File: config.mk
export PLATFORM = sky130hd
export DESIGN_NAME = fa_flags
export DESIGN_NICKNAME = d
export VERILOG_FILES = /design/src/rtl/fa_pkg.sv /design/src/rtl/fa_flags.sv
export VERILOG_INCLUDE_DIRS = /design/src /design/src/rtl
export SDC_FILE = /design/constraint.sdc
export NUM_CORES = 1
export LEC_CHECK = 0
export ABC_AREA = 1
export BUFFER_PORTS_ARGS = -buffer_cell sky130_fd_sc_hd__buf_2
export CORE_ASPECT_RATIO = 1.5
export CORE_MARGIN = 4
export CORE_UTILIZATION = 40
export CTS_CLUSTER_SIZE = 25
export DETAILED_ROUTE_END_ITERATION = 8
export PLACE_DENSITY = 0.67
export SETUP_SLACK_MARGIN = 0.4
export SLEW_MARGIN = 20
export SYNTH_ARGS = -nofsm -noshare
export SYNTH_HDL_FRONTEND = slang
export SYNTH_SLANG_ARGS = --single-unit
File: constraint.sdc
create_clock -name i_mclk -period 5.6 [get_ports i_mclk]
set_input_delay 0.56 -clock i_mclk [delete_from_list [all_inputs] [get_ports i_mclk]]
set_output_delay 0.56 -clock i_mclk [all_outputs]
set_load 0.1 [all_outputs]
File: src/rtl/fa_map.svh
// Constants for the frequency arrival flag block
`ifndef FA_MAP_SVH
`define FA_MAP_SVH

// Frequency words are unsigned, 0.01 Hz per count
`define FA_FREQ_W        16
// Turn-on anticipation, 1.5 Hz
`define FA_ON_LEAD       16'h0096
// Turn-off delay, 0.5 Hz
`define FA_OFF_LAG       16'h0032
// Output function codes
`define FA_FC_CONST      8'h01
`define FA_FC_OVER_A     8'h02
`define FA_FC_SET_A      8'h03
`define FA_FC_OVER_B     8'h18
`define FA_FC_SET_B      8'h19
// Number of output terminals
`define FA_TERMS         3

`endif

File: src/rtl/fa_pkg.sv
// Types for the frequency arrival flag block
`include "fa_map.svh"

package fa_pkg;

    // Threshold pair for the over-frequency flag plus the set-frequency target
    typedef struct packed {
        logic [`FA_FREQ_W-1:0] accel;
        logic [`FA_FREQ_W-1:0] decel;
        logic [`FA_FREQ_W-1:0] arrive;
    } fa_thr_t;

    // Drive state as seen by the comparators
    typedef struct packed {
        logic                  run;
        logic                  accel;
        logic                  decel;
        logic [`FA_FREQ_W-1:0] freq;
        logic [`FA_FREQ_W-1:0] set_freq;
    } fa_drive_t;

    // The five arrival flags
    typedef struct packed {
        logic const_speed_arrival;
        logic over_freq_arrival_a;
        logic set_freq_arrival_a;
        logic over_freq_arrival_b;
        logic set_freq_arrival_b;
    } fa_flags_t;

    typedef logic [`FA_TERMS-1:0][7:0] fa_sel_t;

    // Whole module state
    typedef struct packed {
        fa_flags_t              flags;
        logic [`FA_TERMS-1:0]   term;
    } fa_state_t;

endpackage

File: src/rtl/fa_flags.sv
// Frequency arrival flags with hysteresis and terminal routing
`timescale 1ns/1ps
`default_nettype none
`include "fa_map.svh"

module fa_flags
    import fa_pkg::*;
(
    input  wire logic                 i_mclk,
    input  wire logic                 i_rst_n,
    input  wire logic                 i_update,
    input  wire fa_drive_t            i_drive,
    input  wire fa_thr_t              i_thr_a,
    input  wire fa_thr_t              i_thr_b,
    input  wire fa_sel_t              i_term_sel,
    output var  fa_flags_t            o_flags,
    output var  logic [`FA_TERMS-1:0] o_term
);

    //--------------------------------------------------------------
    // Comparison helpers
    //--------------------------------------------------------------

    // Distance between two frequencies, never wraps
    function automatic logic [`FA_FREQ_W-1:0] fa_dist(
        input logic [`FA_FREQ_W-1:0] a,
        input logic [`FA_FREQ_W-1:0] b
    );
        fa_dist = (a > b) ? a - b : b - a;
    endfunction

    // True when f plus an offset reaches the threshold; widened to avoid wrap
    function automatic logic fa_reach(
        input logic [`FA_FREQ_W-1:0] f,
        input logic [`FA_FREQ_W-1:0] ofs,
        input logic [`FA_FREQ_W-1:0] thr
    );
        fa_reach = ({1'b0, f} + {1'b0, ofs}) >= {1'b0, thr};
    endfunction

    // Equality flag: narrow window to turn on, wider window to stay on
    function automatic logic fa_set_next(
        input logic                  cur,
        input fa_drive_t             d,
        input logic [`FA_FREQ_W-1:0] thr
    );
        logic [`FA_FREQ_W:0] win;
        win = cur ? {1'b0, `FA_ON_LEAD} + {1'b0, `FA_OFF_LAG} : {1'b0, `FA_ON_LEAD};
        if (!d.run || d.accel || d.decel) begin
            fa_set_next = 1'b0;
        end else begin
            fa_set_next = {1'b0, fa_dist(d.freq, thr)} <= win;
        end
    endfunction

    // Over-frequency flag with directional thresholds
    function automatic logic fa_over_next(
        input logic      cur,
        input fa_drive_t d,
        input fa_thr_t   t
    );
        logic [`FA_FREQ_W-1:0] thr;
        thr = d.decel ? t.decel : t.accel;
        if (!d.run) begin
            fa_over_next = 1'b0;
        end else if (cur) begin
            // Held until 0.5 Hz below the decel threshold
            fa_over_next = fa_reach(d.freq, `FA_OFF_LAG, t.decel);
        end else begin
            fa_over_next = fa_reach(d.freq, `FA_ON_LEAD, thr);
        end
    endfunction

    // Route one flag to a terminal by its function code
    function automatic logic fa_pick(
        input logic [7:0] code,
        input fa_flags_t  f
    );
        case (code)
            `FA_FC_CONST:  fa_pick = f.const_speed_arrival;
            `FA_FC_OVER_A: fa_pick = f.over_freq_arrival_a;
            `FA_FC_SET_A:  fa_pick = f.set_freq_arrival_a;
            `FA_FC_OVER_B: fa_pick = f.over_freq_arrival_b;
            `FA_FC_SET_B:  fa_pick = f.set_freq_arrival_b;
            default:       fa_pick = 1'b0;
        endcase
    endfunction

    //--------------------------------------------------------------
    // State
    //--------------------------------------------------------------

    fa_state_t st;
    fa_state_t next_st;

    // Flags move only on an update strobe; terminals follow every cycle
    always_comb begin
        next_st = st;
        if (i_update) begin
            next_st.flags.const_speed_arrival =
                fa_set_next(st.flags.const_speed_arrival, i_drive, i_drive.set_freq);
            next_st.flags.over_freq_arrival_a =
                fa_over_next(st.flags.over_freq_arrival_a, i_drive, i_thr_a);
            next_st.flags.set_freq_arrival_a =
                fa_set_next(st.flags.set_freq_arrival_a, i_drive, i_thr_a.arrive);
            next_st.flags.over_freq_arrival_b =
                fa_over_next(st.flags.over_freq_arrival_b, i_drive, i_thr_b);
            next_st.flags.set_freq_arrival_b =
                fa_set_next(st.flags.set_freq_arrival_b, i_drive, i_thr_b.arrive);
        end
        // Each terminal decoded on its own, so any mix may be active
        for (int k = 0; k < `FA_TERMS; k++) begin
            next_st.term[k] = fa_pick(i_term_sel[k], next_st.flags);
        end
    end

    // Synchronous reset clears every flag
    always_ff @(posedge i_mclk) begin
        if (!i_rst_n) begin
            st <= '0;
        end else begin
            st <= next_st;
        end
    end

    assign o_flags = st.flags;
    assign o_term  = st.term;

    logic ramp;
    assign ramp = i_drive.accel | i_drive.decel;
endmodule
`default_nettype wire

After elaboration in Yosys (flattened, before gate mapping) --
Cells that the tools add are included.
Word-level totals: register bits after elaboration 8, bits of input ports 158, output and inout bits 8, logic and storage cells 61
Operators by class: $lt $le $gt $ge 10, eq/ne operators 15, muxes and demuxes 19, reductions and logical operators 3, add/sub/neg operators 8
Operators by type and width (count):
- $sub A16 B16 Y16 | 6
- $mux W16 | 5
- $ge A17 B16 Y1 | 4
- $eq A8 B2 Y1 const B | 6
- $eq A8 B5 Y1 const B | 6
- $gt A16 B16 Y1 | 3
- $le A16 B8 Y1 | 3
- $eq A8 B1 Y1 const B | 3
- $mux W7 | 3
- $add A16 B6 Y17 const B | 1
- $add A16 B8 Y17 const B | 1
- $pmux W1 S5 | 3
- $mux W1 | 7
- $mux W5 | 1
- $logic_or A1 B1 Y1 | 2
- $logic_not A1 Y1 | 1

Longest topological paths before layout --
Gate-level depths: netlist (run 1).
word-level depth 6, depth in mapped cells 29, gate-level depth less buffers 29

Least setup slack after synthesis (run 1) --
OpenSTA, ideal clock, no wires.
path kind input-to-reg, from input port i_drive[16] in the netlist's numbering, to register st, in the netlist o_term[1], path buffers 1, arrival 3599 ps, required time 5481 ps, stages on the path 28, setup time 119 ps, setup slack 1883 ps, path through inv_1 > ha_1 > inv_1 > fa_1 > nand3_1 > nand2_1 > nand2_1 > nand2_1 > nand2_1 > nand2_2 > nand2_4 > buf_6 > mux2i_1 > xor2_1 > inv_1 > ha_1 > nand2_1 > o21ai_0 > nand2_1 > a32o_1 > nand2_1 > nand2_1 > nand3_1 > nor2_1 > nand2_1 > a21oi_1 > nor2_1 > nor2_1
On the way: longest elaborated chain between the ends 6, elaborated cells between the ends (all ways) 30, classes of those cells add/sub (8); order compare (10); mux (12)
RTL lines:
- start: declaration | line fa_flags.sv:12 | input wire fa_drive_t i_drive,
- $add A16 B8 Y17, or another cell as far along | line fa_flags.sv:38 | fa_reach = ({1'b0, f} + {1'b0, ofs}) >= {1'b0, thr};
- $ge A17 B16 Y1 / $mux W16 (equally long branches) | line fa_flags.sv:38, fa_flags.sv:29
- $mux W1 / $le A16 B8 Y1 (equally long branches) | line fa_flags.sv:66, fa_flags.sv:52
- $mux W1, on equally long branches | line fa_flags.sv:64, fa_flags.sv:49
- $mux W5 (*) | line fa_flags.sv:99 | if (i_update) begin
- $pmux W1 S5 (*) | line fa_flags.sv:79 | case (code)
- end signal: assignment | line fa_flags.sv:122 | st <= next_st;
- end: declaration | line fa_flags.sv:93 | fa_state_t st;
Every way passes the cells marked *; elsewhere a longest branch is shown, timed or not. A chain may end at the register's enable or synchronous reset.

Worst setup path after layout (run 1) --
from input port i_drive[17] in the netlist's numbering, to register st, in the netlist o_term[0]
The elaborated chain is that of the path after synthesis.

==> impl_metrics.env, run 1 <==
export IMPL_status="finished clean"
export IMPL_synthFlopType="dfxtp_1"
export IMPL_maxCapViolations=0
export IMPL_row_count=67
export IMPL_p_per_area_mw_per_mm2=121
export IMPL_die_y_um=194
export IMPL_die_x_um=132
export IMPL_drive_gt1_share_pct=10.0
export IMPL_worstPathRequired_ps=5730
export IMPL_synth_common_cells="579 x nand2_1, 329 x inv_1, 174 x ha_1"
export IMPL_grt_pass1_wl_mm=53.3
export IMPL_cts_tree="yes"
export IMPL_fmax_ghz=0.221
export IMPL_antenna_found_initial=1
export IMPL_area_delta_synth_final_pct=12.6
export IMPL_routed_wl_mm=33.7
export IMPL_min_from="o_flags[0]"
export IMPL_rr_startpoint="o_flags[4]"
export IMPL_setup_viol_count_final=0
export IMPL_finalMaxSlewViolations=0
export IMPL_wl_per_cell_um=15.7
export IMPL_hpwl_mm=29.7
export IMPL_hold_violations=0
export IMPL_synth_cells=1718
export IMPL_first_pass_iters=5
export IMPL_ant_nets=0
export IMPL_synth_top_cell_area_share_pct=23.6
export IMPL_grt_max_degree=64
export IMPL_cpMostUsedCell="nand2_1"
export IMPL_top_usage_layer="met2"
export IMPL_cts_made_buffers=3
export IMPL_cts_buffer_depth=2
export IMPL_worstPathArrival_ps=4640
export IMPL_max_stage_delay_ps=450
export IMPL_syn_nets=2056
export IMPL_post_cts_resized=0
export IMPL_power_leakage_nw=6.47
export IMPL_via_count=11100
export IMPL_met2_usage_pct=47.9
export IMPL_synth_cell_type_count=42
export IMPL_place_congestion=0.979
export IMPL_path_clk_slew_ps=40
export IMPL_cts_setup_buffers=0
export IMPL_yosysMostFrequentCell="nand2_1"
export IMPL_drc=0
export IMPL_hp_class="reg -> reg"
export IMPL_portBuffers=165
export IMPL_cts_hold_buffers_added=0
export IMPL_grtUsageTotal_pct=25.5
export IMPL_crit_slowest_cell="inv_1"
export IMPL_synth_area_mm2=0.00922
export IMPL_cts_num_sinks=8
export IMPL_place_ws_ps=916
export IMPL_ys_ff_latch=8
export IMPL_core_mm2=0.0226
export IMPL_synth_edf_count=0
export IMPL_vias_per_cell=5.17
export IMPL_ys_top_cells_by_area="ha_1 24%, nand2_1 24%, inv_1 13%"
export IMPL_grt_pass1_vias=11100
export IMPL_worst_ir_drop_vdd_mv=0.119
export IMPL_path_max_fanout=11
export IMPL_critPathLaunch="i_drive[17]"
export IMPL_rsz0062_at_grt="no"
export IMPL_end_kind="flip-flop"
export IMPL_gr_usage_met1_pct=27.7
export IMPL_grt_use_met3_pct=2.47
export IMPL_synth_warnings=0
export IMPL_synth_avg_cell_area_um2=5.37
export IMPL_fin_ws_ps=1080
export IMPL_h_tree_depth=1
export IMPL_start_util_pct=40.9
export IMPL_nets=2208
export IMPL_overflow=0
export IMPL_max_slew_margin_rel_pct=29.3
export IMPL_async_reset_ff_share_pct=0
export IMPL_dieArea_mm2=0.0256
export IMPL_drtIter0Drc=687
export IMPL_post_route_period_util_pct=80.6
export IMPL_clock_latency_ps=230
export IMPL_critPathLaunchType="input pin"
export IMPL_io_pins=166
export IMPL_clock_skew_ps=4.72
export IMPL_ys_seq_area_share_pct=1.74
export IMPL_fin_tns_setup_ps=0
export IMPL_period_minus_slack_ps=4520
export IMPL_worst_pin_slew_ps=1060
export IMPL_ctsRootBufferMaster="clkbuf_16"
export IMPL_yosysTopAreaCell="ha_1"
export IMPL_worstSetupPathType="in -> reg"
registers in the layout, summed over array words and instances, names as in the netlist:
signal   cells
o_flags      5
o_term       3
cell type report:
type / count / area [µm²]
antenna: 1 / 2.50
clock buffer: 3 / 75.1
fill: 2542 / 12200
inverter: 329 / 1230
multi-input combinational: 1363 / 7740
sequential: 8 / 160
tap: 276 / 345
timing repair buffer: 165 / 826
path summary, 6_finish.rpt:
path,endpoint,slack [ps],depth (start not counted)
hold reg to reg,o_flags[0],570,2
setup / recovery,o_term[0],1080,26
setup reg to reg,o_term[2],3300,14
hold / removal,o_flags[0],570,2
per-stage QoR:
step           std cells  power (mW)  cell area [µm²]  hold WS [ps]  util, %
3_3_place_gp        2141        1.11            10300           561     45.7
2_1_floorplan       1718       0.812             9220           686        -
4_1_cts             2144        1.25            10400           575     46.0
5_1_grt             2144        1.42            10400           596     46.0
3_5_place_dp        2141        1.13            10300           571     45.7
6_report            2145        1.26            10400           571     46.0
kinds of logic (layout without fill, tap and decap cells):
| family | Yosys count | in the layout | synth area share (%) |
|---|---|---|---|
| and+or+nand+nor | 932 | 932 | 42.2 |
| xor gates and xnor gates | 44 | 44 | 4.18 |
| DFF | 8 | 8 | 1.74 |
| other | 0 | 1 | 0 |
| muxes | 8 | 8 | 0.896 |
| AOI/OAI and AO/OA | 199 | 199 | 11.6 |
| buffers and inverters | 347 | 497 | 14.4 |
| adders and majority gates | 180 | 180 | 24.9 |
placed cells by master, fill, tap and decap left out, types with 4 or more instances in the layout:
| cell type | Yosys | final |
|---|---|---|
| a21oi_1 | 96 | 96 |
| nand2_4 | 4 | 4 |
| inv_1 | 329 | 329 |
| nor4_1 | 7 | 7 |
| xnor2_1 | 5 | 5 |
| buf_2 | 3 | 165 |
| nor3_1 | 28 | 28 |
| nand2_1 | 579 | 579 |
| nor2_1 | 150 | 150 |
| and2_1 | 5 | 5 |
| dfxtp_1 | 8 | 8 |
| xor2_1 | 39 | 39 |
| o21bai_1 | 10 | 10 |
| o21ai_0 | 73 | 73 |
| mux2i_1 | 6 | 6 |
| fa_1 | 6 | 6 |
| nand4_1 | 21 | 21 |
| nand3_1 | 119 | 119 |
| a21o_1 | 5 | 5 |
| nand3b_1 | 6 | 6 |
| nand2_2 | 6 | 6 |
| ha_1 | 174 | 174 |
metal layers:
metal  wire, µm  share of wire, %  vias up
li1           -                 -     5715
met1      12800                38     4864
met2      16800                50      397
met3       1960               5.8      122
met4       2240               6.6        0
met5          0                 0        -
power breakdown:
group	leakage, nW	switching [mW]	internal [mW]
sequential	0.0647	0.000761	0.0584
clock	0.0370	0.0302	0.0923
combinational	6.37	0.701	0.377
worst max-delay path, delay by kind of cell:
family	cells	cell delay, ps
AO/OA/AOI/OAI	3	880
XOR/XNOR	1	270
adder cells (fa/ha/maj)	2	690
buffers and inverters	5	990
AND/OR/NAND/NOR	15	1240
Power figures use the tool's default switching activity.
==> run 2: changes to the inputs <==
==> constraint.sdc (replaced) <==
create_clock -name i_mclk -period 4.6 [get_ports i_mclk]
set_input_delay 0.46 -clock i_mclk [delete_from_list [all_inputs] [get_ports i_mclk]]
set_output_delay 0.46 -clock i_mclk [all_outputs]
set_load 0.1 [all_outputs]
==> run 2 against run 1 <==
Effect of this change:
- cell area up 2.8%
- setup slack worse by 330 ps
- core utilization up 1.3 points
- critical path depth up 5
- die area unchanged
- global-route usage up 0.67 points
- clock power up 21%
- sequential share of layout area about the same
- non-clock buffer count up 29
- combinational power up 27%
- register-to-register slack worse by 950 ps
- first-iteration DRC count down 3.8%
- critical path type unchanged
- largest cell class unchanged
==> impl_metrics.env, run 2 (same netlist as run 1, synthesis figures left out) <==
export IMPL_period_minus_slack_ps=3850
export IMPL_die_y_um=194
export IMPL_start_util_pct=40.9
export IMPL_first_pass_iters=5
export IMPL_worst_ir_drop_vdd_mv=0.115
export IMPL_wl_per_cell_um=16.1
export IMPL_worstPathArrival_ps=3960
export IMPL_cts_buffer_depth=2
export IMPL_rr_startpoint="o_flags[4]"
export IMPL_io_pins=166
export IMPL_path_clk_slew_ps=40
export IMPL_antenna_found_initial=1
export IMPL_fmax_ghz=0.260
export IMPL_diodes=0
export IMPL_grt_use_met3_pct=1.79
export IMPL_holdPathStages=3
export IMPL_hold_violations=0
export IMPL_cts_tree="yes"
export IMPL_path_max_fanout=7
export IMPL_area_delta_synth_final_pct=15.7
export IMPL_p_per_area_mw_per_mm2=149
export IMPL_critPathLaunchType="input pin"
export IMPL_place_congestion=0.986
export IMPL_ant_nets=0
export IMPL_max_slew_margin_rel_pct=33.6
export IMPL_post_route_period_util_pct=83.7
export IMPL_cts_hold_buffers_added=0
export IMPL_max_stage_delay_ps=390
export IMPL_drc=0
export IMPL_gr_usage_met1_pct=28.2
export IMPL_grt_pass1_wl_mm=54.3
export IMPL_row_count=67
export IMPL_worstSetupPathType="in -> reg"
export IMPL_final_cell_mix="577 x nand2_1, 325 x inv_1, 168 x ha_1, 163 x buf_2, 147 x nor2_1"
export IMPL_via_count=11200
export IMPL_holdWs_ps=466
export IMPL_end_kind="flip-flop"
export IMPL_cts_made_buffers=3
export IMPL_ctsRootBufferMaster="clkbuf_16"
export IMPL_finalMaxSlewViolations=0
export IMPL_met2_usage_pct=50.7
export IMPL_power_leakage_nw=6.60
export IMPL_grt_pass1_vias=11100
export IMPL_worstPathRequired_ps=4710
export IMPL_r2r_cells=14
export IMPL_h_tree_depth=1
export IMPL_drtIter0Drc=661
export IMPL_portBuffers=165
export IMPL_reg2reg_slack_ps=2350
export IMPL_crit_slowest_cell="fa_1"
export IMPL_overflow=0
export IMPL_grt_max_degree=64
export IMPL_drive_gt1_share_pct=12.2
export IMPL_rsz0062_at_grt="no"
export IMPL_worst_pin_slew_ps=994
export IMPL_nets=2237
export IMPL_cpMostUsedCell="nand2_1"
export IMPL_die_x_um=132
export IMPL_vias_per_cell=5.13
export IMPL_dieArea_mm2=0.0256
export IMPL_rr_endpoint="o_term[2]"
export IMPL_maxCapViolations=0
export IMPL_clock_skew_ps=2.38
export IMPL_whs_endpoint="o_term[0]"
export IMPL_top_usage_layer="met2"
export IMPL_hpwl_mm=30.8
export IMPL_clock_latency_ps=240
export IMPL_largest_reg_flops=5
export IMPL_status="finished clean"
export IMPL_layout_commonest_cell="nand2_1"
export IMPL_min_from="i_rst_n"
export IMPL_hp_class="in -> reg"
export IMPL_fill_cells=2535
export IMPL_routed_wl_mm=35.0
export IMPL_setup_viol_count_final=0
export IMPL_grtUsageTotal_pct=26.2
export IMPL_cts_num_sinks=8
export IMPL_core_mm2=0.0226
export IMPL_fin_tns_setup_ps=0
run 2: metal layers:
layer | routed length (µm) | share of wire, %
met1 | 13600 | 39
met2 | 17700 | 51
met3 | 1560 | 4.4
met4 | 2090 | 6.0
met5 | 14 | 0.040
run 2: metrics by stage:
| stage | utilization [%] | instance area, µm² | setup slack (ps) | total power [mW] | std cells |
|---|---|---|---|---|---|
| 3_5_place_dp | 46.5 | 10500 | 262 | 1.41 | 2166 |
| 5_1_grt | 47.3 | 10700 | 407 | 1.78 | 2173 |
| 3_3_place_gp | 46.5 | 10500 | 392 | 1.40 | 2166 |
| 2_1_floorplan | - | 9220 | 983 | 0.989 | 1718 |
| 4_1_cts | 46.9 | 10600 | 494 | 1.57 | 2169 |
| 6_report | 47.3 | 10700 | 752 | 1.59 | 2173 |
run 2: power breakdown:
part	total, mW	switching (mW)	internal [mW]
Clock	0.149	0.0368	0.112
Combinational	1.37	0.878	0.487
Sequential	0.0721	0.000947	0.0711
Total	1.59	0.916	0.671
run 2: layout make-up:
cell class / count / area [µm²] / share of cell area, %
sequential: 8 / 160 / 1.50
inverter: 329 / 1240 / 11.6
tap: 276 / 345 / 3.24
multi-input combinational: 1363 / 7790 / 73.0
timing repair buffer: 194 / 1060 / 9.94
clock buffer: 3 / 75.1 / 0.704
run 2: critical path: cells and delay by family:
family	cells	cell delay (ps)
XOR/XNOR	1	140
AND/OR/NAND/NOR	18	1390
adder cells (fa/ha/maj)	3	860
AO/OA/AOI/OAI	3	440
buffers and inverters	6	640
run 2: how the worst max path moves through the flow:
stage | start | endpoint | cells after the start
2_1_floorplan | i_drive[16] | o_term[1] | 28
3_3_place_gp | i_drive[16] | o_term[1] | 28
3_5_place_dp | i_drive[16] | o_term[2] | 28
4_1_cts | i_drive[16] | o_term[2] | 28
5_1_grt | i_drive[16] | o_term[0] | 31
6_report | i_drive[16] | o_term[2] | 31
run 2: what timing repair did:
action / CTS / global route
gates resized for setup: 0 / 22
setup endpoints to repair: 0 / 5
buffers inserted: 0 / 4
